### src/verilog/fdhp_consts.svh
`ifndef FDHP_CONSTS_SVH
`define FDHP_CONSTS_SVH

// ----------------------------------------------------------------
// bus geometry
// ----------------------------------------------------------------
`define FDHP_AW            6
`define FDHP_DW            8
`define FDHP_DEPTH         64

// ----------------------------------------------------------------
// port-local register locations
// ----------------------------------------------------------------
`define FDHP_ADDR_CTRL     6'h3d
`define FDHP_ADDR_STATUS   6'h3e
`define FDHP_ADDR_AUXSEL   6'h3f

// ----------------------------------------------------------------
// field positions and reset values
// ----------------------------------------------------------------
`define FDHP_CTRL_RUN_BIT  0
`define FDHP_STAT_PEND_BIT 0
`define FDHP_STAT_PD_BIT   1
`define FDHP_SEL_W         3
`define FDHP_SEL_RST       3'h0
`define FDHP_MEM_RST       8'h00
`define FDHP_DATA_RST      8'h00

// ----------------------------------------------------------------
// clocking figures
// ----------------------------------------------------------------
`define FDHP_SYS_HZ        25000000
`define FDHP_XTAL_HZ       8192000
`define FDHP_AUX_MIN_HZ    64000
`define FDHP_AUX_MAX_DIV   (`FDHP_XTAL_HZ / `FDHP_AUX_MIN_HZ)
`define FDHP_DIV_W         7

`endif

### src/verilog/fdhp_pkg.sv
package fdhp_pkg;

  typedef enum logic [2:0] {
    FDHP_ST_IDLE = 3'b001,
    FDHP_ST_WR   = 3'b010,
    FDHP_ST_RD   = 3'b100
  } fdhp_state_t;

  typedef logic [5:0] fdhp_addr_t;
  typedef logic [7:0] fdhp_data_t;

endpackage

### src/verilog/fdhp_mem_if.sv
`timescale 1ns/1ps

interface fdhp_mem_if;
  logic                 clr;
  logic                 we;
  fdhp_pkg::fdhp_addr_t waddr;
  fdhp_pkg::fdhp_data_t wdata;
  fdhp_pkg::fdhp_addr_t raddr;
  fdhp_pkg::fdhp_data_t rdata;

  modport ctrl (output clr, output we, output waddr, output wdata, output raddr, input rdata);
  modport mem  (input clr, input we, input waddr, input wdata, input raddr, output rdata);
endinterface

### src/verilog/fdhp_regmem.sv
`timescale 1ns/1ps
`include "fdhp_consts.svh"

module fdhp_regmem (
  input wire logic  clk,   // system clock
  input wire logic  rst,   // async reset, active high
  fdhp_mem_if.mem   mbus   // access from the port
);

  fdhp_pkg::fdhp_data_t mem_q [`FDHP_DEPTH];

  // ----------------------------------------------------------------
  // storage, wiped by the clear input
  // ----------------------------------------------------------------
  always_ff @(posedge clk or posedge rst) begin
    if (rst) begin
      for (int i = 0; i < `FDHP_DEPTH; i++) begin
        mem_q[i] <= `FDHP_MEM_RST;
      end
    end else if (mbus.clr) begin
      for (int i = 0; i < `FDHP_DEPTH; i++) begin
        mem_q[i] <= `FDHP_MEM_RST;
      end
    end else if (mbus.we) begin
      mem_q[mbus.waddr] <= mbus.wdata;
    end
  end

  // ----------------------------------------------------------------
  // registered read port
  // ----------------------------------------------------------------
  always_ff @(posedge clk or posedge rst) begin
    if (rst) begin
      mbus.rdata <= `FDHP_MEM_RST;
    end else begin
      mbus.rdata <= mem_q[mbus.raddr];
    end
  end

endmodule

### src/verilog/fdhp_host_port.sv
`timescale 1ns/1ps
`include "fdhp_consts.svh"

// Contract
// strobes and data bus are honoured only while chip select is low.
// host puts the target register location on the six address inputs.
// eight-bit data bus; host drives on writes, device drives on reads.
// store strobe with chip select writes bus data to the addressed register.
// load strobe with chip select places addressed register on the bus.
// alert output low while an interrupt is pending, high otherwise.
// clear low resets every register to default and enters power-down.
// aux clock driven only while its gate is low; gate pulled high; here AUX_CLOCK_GATE_N has no pull-up and must be driven.
// aux clock selectable from 64 kHz to 8.192 MHz, from the crystal.
// all timing derives from the 8.192 MHz crystal master clock; here only the aux clock does, all else runs on the 25 MHz CLK_SYS.
// strobes active low; write taken at store release; read valid while low.
module fdhp_host_port (
  input  wire logic       CLK_SYS,           // 25 MHz system clock
  input  wire logic       RST,               // async reset, active high
  input  wire logic       CS_N,              // chip select
  input  wire logic       LOAD_N,            // load (read) strobe
  input  wire logic       STORE_N,           // store (write) strobe
  input  wire logic [5:0] REG_ADDR,          // register location
  input  wire logic [7:0] REG_DATA_I,        // data bus, pin level
  output logic      [7:0] REG_DATA_O,        // data bus, driven value
  output logic            REG_DATA_OE,       // data bus enable
  output logic            HOST_ALERT_N,      // interrupt to host
  input  wire logic       CLEAR_N,           // clear, active low
  input  wire logic       ALERT_EVENT,       // event pulse from the core
  output logic            POWER_DOWN,        // core power-down request
  input  wire logic       CRYSTAL_IN,        // crystal oscillator input
  output logic            CRYSTAL_DRIVE,     // crystal feedback drive
  input  wire logic       AUX_CLOCK_GATE_N,  // aux clock gate
  output logic            AUX_CLOCK_PIN,     // aux clock value
  output logic            AUX_CLOCK_OE       // aux clock enable
);

  fdhp_mem_if mbus ();

  fdhp_regmem u_mem (
    .clk  (CLK_SYS),
    .rst  (RST),
    .mbus (mbus.mem)
  );

  fdhp_pkg::fdhp_state_t  state_q;
  fdhp_pkg::fdhp_addr_t   wr_addr_q;
  fdhp_pkg::fdhp_data_t   wr_data_q;
  fdhp_pkg::fdhp_data_t   data_q;
  logic                   oe_q;
  logic                   run_q;
  logic                   pend_q;
  logic [`FDHP_SEL_W-1:0] sel_q;
  logic                   xtal_q;
  logic [`FDHP_DIV_W-1:0] div_q;
  logic                   aux_q;
  logic                   aux_oe_q;
  logic                   drive_q;
  logic                   clear;
  logic                   sel_cs;
  logic                   rd_act;
  logic                   wr_act;
  logic                   commit;
  logic                   rd_done;
  logic                   xtal_rise;

  function automatic logic is_local(input fdhp_pkg::fdhp_addr_t a);
    is_local = (a == `FDHP_ADDR_CTRL) || (a == `FDHP_ADDR_STATUS) || (a == `FDHP_ADDR_AUXSEL);
  endfunction

  // picks the divider tap for select k: crystal itself at 0, else 1/2^k
  function automatic logic aux_tap(input logic [`FDHP_SEL_W-1:0] k,
                                   input logic                   x,
                                   input logic [`FDHP_DIV_W-1:0] d);
    aux_tap = (k == `FDHP_SEL_RST) ? x : d[k - 3'h1];
  endfunction

  // ----------------------------------------------------------------
  // strobe qualification
  // ----------------------------------------------------------------
  assign clear  = !CLEAR_N;
  assign sel_cs = !CS_N && !clear;
  assign wr_act = sel_cs && !STORE_N;
  assign rd_act = sel_cs && !LOAD_N;

  // write commits on the store release while still selected
  assign commit  = (state_q == fdhp_pkg::FDHP_ST_WR) && sel_cs && STORE_N;
  assign rd_done = (state_q == fdhp_pkg::FDHP_ST_RD) && sel_cs && LOAD_N;

  // ----------------------------------------------------------------
  // access sequencer
  // ----------------------------------------------------------------
  always_ff @(posedge CLK_SYS or posedge RST) begin
    if (RST) begin
      state_q <= fdhp_pkg::FDHP_ST_IDLE;
    end else begin
      case (state_q)
        fdhp_pkg::FDHP_ST_IDLE: begin
          if (wr_act) begin
            state_q <= fdhp_pkg::FDHP_ST_WR;
          end else if (rd_act) begin
            state_q <= fdhp_pkg::FDHP_ST_RD;
          end
        end
        fdhp_pkg::FDHP_ST_WR: begin
          // deselect mid-strobe abandons the write
          if (!wr_act) begin
            state_q <= fdhp_pkg::FDHP_ST_IDLE;
          end
        end
        fdhp_pkg::FDHP_ST_RD: begin
          if (!rd_act) begin
            state_q <= fdhp_pkg::FDHP_ST_IDLE;
          end
        end
        default: begin
          state_q <= fdhp_pkg::FDHP_ST_IDLE;
        end
      endcase
    end
  end

  // ----------------------------------------------------------------
  // write capture: last address and data seen while the strobe is low
  // ----------------------------------------------------------------
  always_ff @(posedge CLK_SYS or posedge RST) begin
    if (RST) begin
      wr_addr_q <= 6'h00;
      wr_data_q <= `FDHP_DATA_RST;
    end else if (wr_act) begin
      wr_addr_q <= REG_ADDR;
      wr_data_q <= REG_DATA_I;
    end
  end

  assign mbus.clr   = clear;
  assign mbus.we    = commit && !is_local(wr_addr_q);
  assign mbus.waddr = wr_addr_q;
  assign mbus.wdata = wr_data_q;
  assign mbus.raddr = REG_ADDR;

  // ----------------------------------------------------------------
  // local control: run bit and aux clock select
  // ----------------------------------------------------------------
  always_ff @(posedge CLK_SYS or posedge RST) begin
    if (RST) begin
      run_q <= 1'b0;
      sel_q <= `FDHP_SEL_RST;
    end else if (clear) begin
      run_q <= 1'b0;
      sel_q <= `FDHP_SEL_RST;
    end else if (commit && wr_addr_q == `FDHP_ADDR_CTRL) begin
      run_q <= wr_data_q[`FDHP_CTRL_RUN_BIT];
    end else if (commit && wr_addr_q == `FDHP_ADDR_AUXSEL) begin
      sel_q <= wr_data_q[`FDHP_SEL_W-1:0];
    end
  end

  always_ff @(posedge CLK_SYS or posedge RST) begin
    if (RST) begin
      POWER_DOWN <= 1'b1;
    end else begin
      POWER_DOWN <= !run_q || clear;
    end
  end

  // ----------------------------------------------------------------
  // interrupt: cleared when a status read ends; a new event wins
  // ----------------------------------------------------------------
  always_ff @(posedge CLK_SYS or posedge RST) begin
    if (RST) begin
      pend_q <= 1'b0;
    end else if (clear) begin
      pend_q <= 1'b0;
    end else if (ALERT_EVENT && run_q) begin
      pend_q <= 1'b1;
    end else if (rd_done && REG_ADDR == `FDHP_ADDR_STATUS) begin
      pend_q <= 1'b0;
    end
  end

  always_ff @(posedge CLK_SYS or posedge RST) begin
    if (RST) begin
      HOST_ALERT_N <= 1'b1;
    end else begin
      HOST_ALERT_N <= !pend_q;
    end
  end

  // ----------------------------------------------------------------
  // read path: mux on the registered memory word, then a bus register
  // ----------------------------------------------------------------
  logic [5:0] rd_addr_q;

  always_ff @(posedge CLK_SYS or posedge RST) begin
    if (RST) begin
      rd_addr_q <= 6'h00;
    end else begin
      rd_addr_q <= REG_ADDR;
    end
  end

  always_ff @(posedge CLK_SYS or posedge RST) begin
    if (RST) begin
      data_q <= `FDHP_DATA_RST;
    end else begin
      case (rd_addr_q)
        `FDHP_ADDR_CTRL:   data_q <= {7'h00, run_q};
        `FDHP_ADDR_STATUS: data_q <= {6'h00, POWER_DOWN, pend_q};
        `FDHP_ADDR_AUXSEL: data_q <= {5'h00, sel_q};
        default:           data_q <= mbus.rdata;
      endcase
    end
  end

  // enable rises on the same edge as the new data word, so the pins never show a stale word
  always_ff @(posedge CLK_SYS or posedge RST) begin
    if (RST) begin
      oe_q <= 1'b0;
    end else begin
      oe_q <= rd_act && (state_q == fdhp_pkg::FDHP_ST_RD);
    end
  end

  assign REG_DATA_O  = data_q;
  assign REG_DATA_OE = oe_q;

  // ----------------------------------------------------------------
  // crystal sampling and feedback drive
  // ----------------------------------------------------------------
  // sampling at 25 MHz stays above twice the crystal rate
  always_ff @(posedge CLK_SYS or posedge RST) begin
    if (RST) begin
      xtal_q  <= 1'b0;
      drive_q <= 1'b1;
    end else begin
      xtal_q  <= CRYSTAL_IN;
      drive_q <= !CRYSTAL_IN || clear;
    end
  end

  assign CRYSTAL_DRIVE = drive_q;
  assign xtal_rise     = CRYSTAL_IN && !xtal_q;

  // ----------------------------------------------------------------
  // aux clock divider, counted on crystal edges only
  // ----------------------------------------------------------------
  always_ff @(posedge CLK_SYS or posedge RST) begin
    if (RST) begin
      div_q <= 7'h00;
    end else if (POWER_DOWN) begin
      div_q <= 7'h00;
    end else if (xtal_rise) begin
      div_q <= div_q + 7'h01;
    end
  end

  always_ff @(posedge CLK_SYS or posedge RST) begin
    if (RST) begin
      aux_q    <= 1'b0;
      aux_oe_q <= 1'b0;
    end else begin
      aux_oe_q <= !AUX_CLOCK_GATE_N;
      aux_q    <= !AUX_CLOCK_GATE_N && !POWER_DOWN
                  && aux_tap(sel_q, xtal_q, div_q);
    end
  end

  assign AUX_CLOCK_PIN = aux_q;
  assign AUX_CLOCK_OE  = aux_oe_q;

endmodule

### config.mk
export PLATFORM = sky130hd
export DESIGN_NAME = fdhp_host_port
export DESIGN_NICKNAME = d
export VERILOG_FILES = /design/src/verilog/fdhp_pkg.sv /design/src/verilog/fdhp_mem_if.sv /design/src/verilog/fdhp_regmem.sv /design/src/verilog/fdhp_host_port.sv
export VERILOG_INCLUDE_DIRS = /design/src /design/src/verilog
export SDC_FILE = /design/constraint.sdc
export NUM_CORES = 1
export LEC_CHECK = 0
export ABC_AREA = 0
export BUFFER_PORTS_ARGS = -buffer_cell sky130_fd_sc_hd__buf_4
export CAP_MARGIN = 15
export CORE_ASPECT_RATIO = 0.5
export CORE_UTILIZATION = 40
export CTS_BUF_LIST = sky130_fd_sc_hd__clkbuf_4
export DETAILED_ROUTE_END_ITERATION = 16
export SLEW_MARGIN = 0
export SYNTH_ARGS = -nofsm -noshare
export SYNTH_HDL_FRONTEND = slang
export SYNTH_SLANG_ARGS = --single-unit
### constraint.sdc
create_clock -name CLK_SYS -period 21.3 [get_ports CLK_SYS]
set_input_delay 0 -clock CLK_SYS [delete_from_list [all_inputs] [get_ports CLK_SYS]]
set_output_delay 0 -clock CLK_SYS [all_outputs]
set_load 0.1 [all_outputs]
==> results.sh <==
export IMPL_pwr_share_clk_pct=39.0
export IMPL_synth_edf_count=0
export IMPL_yosys_warnings=0
export IMPL_yosys_top_cells_area="dfrtp_1 47%, mux4_2 9.6%, a21boi_1 7.0%, nand3_1 5.6%, o21ai_0 5.5%"
export IMPL_slew_violations=0
export IMPL_cts_setup_buffers=0
export IMPL_gr_usage_all_layers_pct=26.2
export IMPL_swShare_pct=32.2
export IMPL_grt_max_degree=272
export IMPL_seq_power_share_pct=45.6
export IMPL_die_y_um=197
export IMPL_drive_above_1_share_pct=18.1
export IMPL_cp_max_fo=52
export IMPL_period_share_pct=16.2
export IMPL_via_per_inst=6.46
export IMPL_fin_tns_setup_ns=0
export IMPL_io_buffers=36
export IMPL_instances_no_fill=3913
export IMPL_endpoint_kind="register"
export IMPL_start_util_pct=40.5
export IMPL_fp_dieW_um=392
export IMPL_max_stage_delay_ns=0.93
export IMPL_syn_area_per_cell_um2=10.5
export IMPL_post_place_ws_ns=17.96
export IMPL_grt_ovfl_total=0
export IMPL_first_iter_violations=3202
export IMPL_grt_setup_unrepaired="false"
export IMPL_dieArea_um2=77200
export IMPL_synth_top_area_cell="dfrtp_1"
export IMPL_async_reset_ff_share_pct=100
export IMPL_clockBufferDepth=3
export IMPL_synth_cells=2897
export IMPL_cp_slowest_cell="nor4_4"
export IMPL_ys_types=63
export IMPL_wl_um=101000
export IMPL_fin_crit_ns=3.45
export IMPL_cts_root_buf="clkbuf_4"
export IMPL_tritoncts="yes"
export IMPL_core_area_um2=75200
export IMPL_row_count=71
export IMPL_synthesis_area_um2=30400
export IMPL_fillers=7168
export IMPL_yosysTopAreaCellShare_pct=46.6
export IMPL_worstPathCellList="nand4bb_1 -> nor4_4 -> buf_4 -> nand3_1 -> a21boi_1"
export IMPL_clk_pin_slew_ns=0.06
export IMPL_power_density_nw_per_um2=73.0
export IMPL_required_ns=22.09
export IMPL_finalCoreUtilization_pct=44.0
export IMPL_holdBufCountCts=49
export IMPL_drcViolationCount=0
export IMPL_dp_cells=3617
export IMPL_syn_to_final_growth_pct=8.81
export IMPL_setup_slack_ns=17.85
export IMPL_grt_pass1_wl_um=157000
export IMPL_insertion_delay_ns=0.93
export IMPL_place_congestion=0.819
export IMPL_critPathLaunchType="register"
export IMPL_boundaryPins=37
export IMPL_hp_class="in2reg"
export IMPL_synthesis_nets=2923
export IMPL_cts_sinks=570
export IMPL_slew_headroom_pct=14.4
export IMPL_p_int_uw=1640
export IMPL_crit_type="reg2reg"
export IMPL_synth_sequential_area_ratio_pct=46.9
export IMPL_dpl_cell_area_um2=30800
export IMPL_vdd_ir_drop_max_mv=0.0486
export IMPL_fin_worst_skew_ns=0.0688
export IMPL_ant_nets=0
export IMPL_htree_num_levels=4
export IMPL_worst_pin_slew_ns=1.28
export IMPL_fmax_mhz=290
export IMPL_max_cap_viol_count=0
export IMPL_p_sw_uw=778
export IMPL_cts_made_buffers=146
export IMPL_status="finished clean"
export IMPL_combPwrFrac_pct=15.4
export IMPL_grt_antenna_before_repair=3
export IMPL_post_cts_resize_count=0
export IMPL_ys_seq_elements=570
export IMPL_avgRoutedWirePerCell_um=25.9
export IMPL_vias=25292
export IMPL_final_cell_area_um2=33100
export IMPL_finalNetCount=2821
export IMPL_setup_viol=0
export IMPL_synth_flop_cell="dfrtp_1"
export IMPL_hold_violations=0
export IMPL_cp_arrival_ns=4.24
export IMPL_grt_pass1_vias=24950
export IMPL_drtPass1Iterations=5
export IMPL_leakagePower_uw=0.0127
export IMPL_hpwl_um=51200
==> layout by cell type (no fill, tap or decap), drive strengths merged, types with 3 or more instances in the layout <==
| cell | Yosys | final |
|---|---|---|
| or2 | 4 | 4 |
| dfstp | 4 | 4 |
| ha | 3 | 3 |
| clkbuf | 223 | 211 |
| dlygate4sd3 | 0 | 49 |
| o311a | 6 | 6 |
| buf | 188 | 111 |
| and2 | 27 | 27 |
| mux4 | 129 | 129 |
| xnor2 | 3 | 3 |
| a22oi | 33 | 33 |
| mux2i | 10 | 10 |
| a21oi | 11 | 11 |
| mux2 | 12 | 12 |
| nand2b | 7 | 7 |
| nor2b | 16 | 16 |
| nand2 | 29 | 29 |
| nor3b | 4 | 4 |
| o31ai | 170 | 170 |
| nand4 | 178 | 178 |
| nand3b | 3 | 3 |
| nor2 | 24 | 24 |
| inv | 10 | 16 |
| nand3 | 338 | 338 |
| clkinv | 0 | 23 |
| nor4 | 6 | 6 |
| dfrtp | 566 | 566 |
| a21boi | 501 | 501 |
| xor2 | 3 | 3 |
| o21ai | 334 | 334 |
| nor3 | 9 | 9 |
| o22ai | 16 | 16 |
==> flip-flops by register name, indices dropped and copies added (netlist names), 3 cells and up <==
name / flops
u_mem.mem_q: 512
REG_DATA_O: 8
mbus.wdata: 8
u_mem.mbus.rdata: 8
div_q: 7
mbus.waddr: 6
rd_addr_q: 6
sel_q: 3
state_q: 3
==> cell families (layout without fill, tap and decap cells) <==
logic type | Yosys count | after routing | synth area share [%]
fa+ha+maj | 3 | 3 | 0.123
compound gates | 1088 | 1088 | 24.1
xor+xnor | 6 | 6 | 0.173
mux | 151 | 151 | 10.3
other cells | 0 | 1 | 0
flops | 570 | 570 | 46.9
simple gates | 658 | 658 | 12.1
buf+inv | 421 | 414 | 6.28
==> cells in the mapped netlist, types with 12 or more instances <==
master    number
a21boi_0     218
a21boi_1     283
a22oi_1       33
and2_1        27
buf_1         27
buf_2        136
buf_6         17
clkbuf_1     221
dfrtp_1      566
mux2_2        12
mux4_2       129
nand2_1       29
nand3_1      338
nand4_1      178
nor2_1        24
nor2b_1       16
o21ai_0      334
o22ai_1       16
o31ai_1      170
==> metal layers <==
metal | vias to the layer above | GRT usage (%) | share of wire (%)
met2 | 1212 | 39.7 | 46
met1 | 13145 | 37.9 | 44
li1 | 10762 | - | -
met3 | 171 | 5.15 | 8.5
met5 | - | 0 | 0.013
met4 | 2 | 8.03 | 2.2
==> metrics by stage <==
stage	total power, uW	hold slack (ns)
final	2410	0.103
after global routing	2510	0.0730
after CTS	2420	0.0311
after detailed placement	1470	0.147
after global placement	1470	0.142
after floorplan	1360	0.0314
==> final timing paths <==
path                            startpoint               end  slack [ns]  depth (start not counted)
min in group asynchronous              RST  u_mem.mem_q[311]        0.42                          4
setup reg to reg                state_q[2]   u_mem.mem_q[34]       17.85                          5
max in group asynchronous              RST  u_mem.mem_q[430]       18.54                          6
setup / recovery                state_q[2]   u_mem.mem_q[34]       17.85                          5
hold reg to reg            u_mem.mem_q[13]   u_mem.mem_q[13]        0.48                          1
hold / removal                 REG_ADDR[0]      rd_addr_q[0]        0.10                          2
==> final cells by class <==
class | count | area (um2) | share of cell area, %
multi-input combinational | 1906 | 14300 | 43.3
inverter | 10 | 45.0 | 0.136
antenna | 1 | 2.50 | 0.00756
tap | 1022 | 1280 | 3.87
sequential | 570 | 14300 | 43.2
timing repair buffer | 161 | 1400 | 4.22
clock inverter | 33 | 186 | 0.563
clock buffer | 210 | 1580 | 4.77
==> power groups by stage <==
stage	combinational (uW)	clock, uW	sequential, uW
after floorplan	231	0	1130
after global placement	351	0	1120
after detailed placement	349	0	1120
after CTS	359	961	1100
after global routing	386	1020	1100
final	371	942	1100
==> worst max-delay path, delay by kind of cell (launching register included) <==
family / cells / cell delay [ns]
AO/OA/AOI/OAI: 1 / 0.19
buffers and inverters: 1 / 0.84
flip-flops: 1 / 0.46
AND/OR/NAND/NOR: 3 / 1.78
No activity file was read; power rests on OpenSTA's default activity.
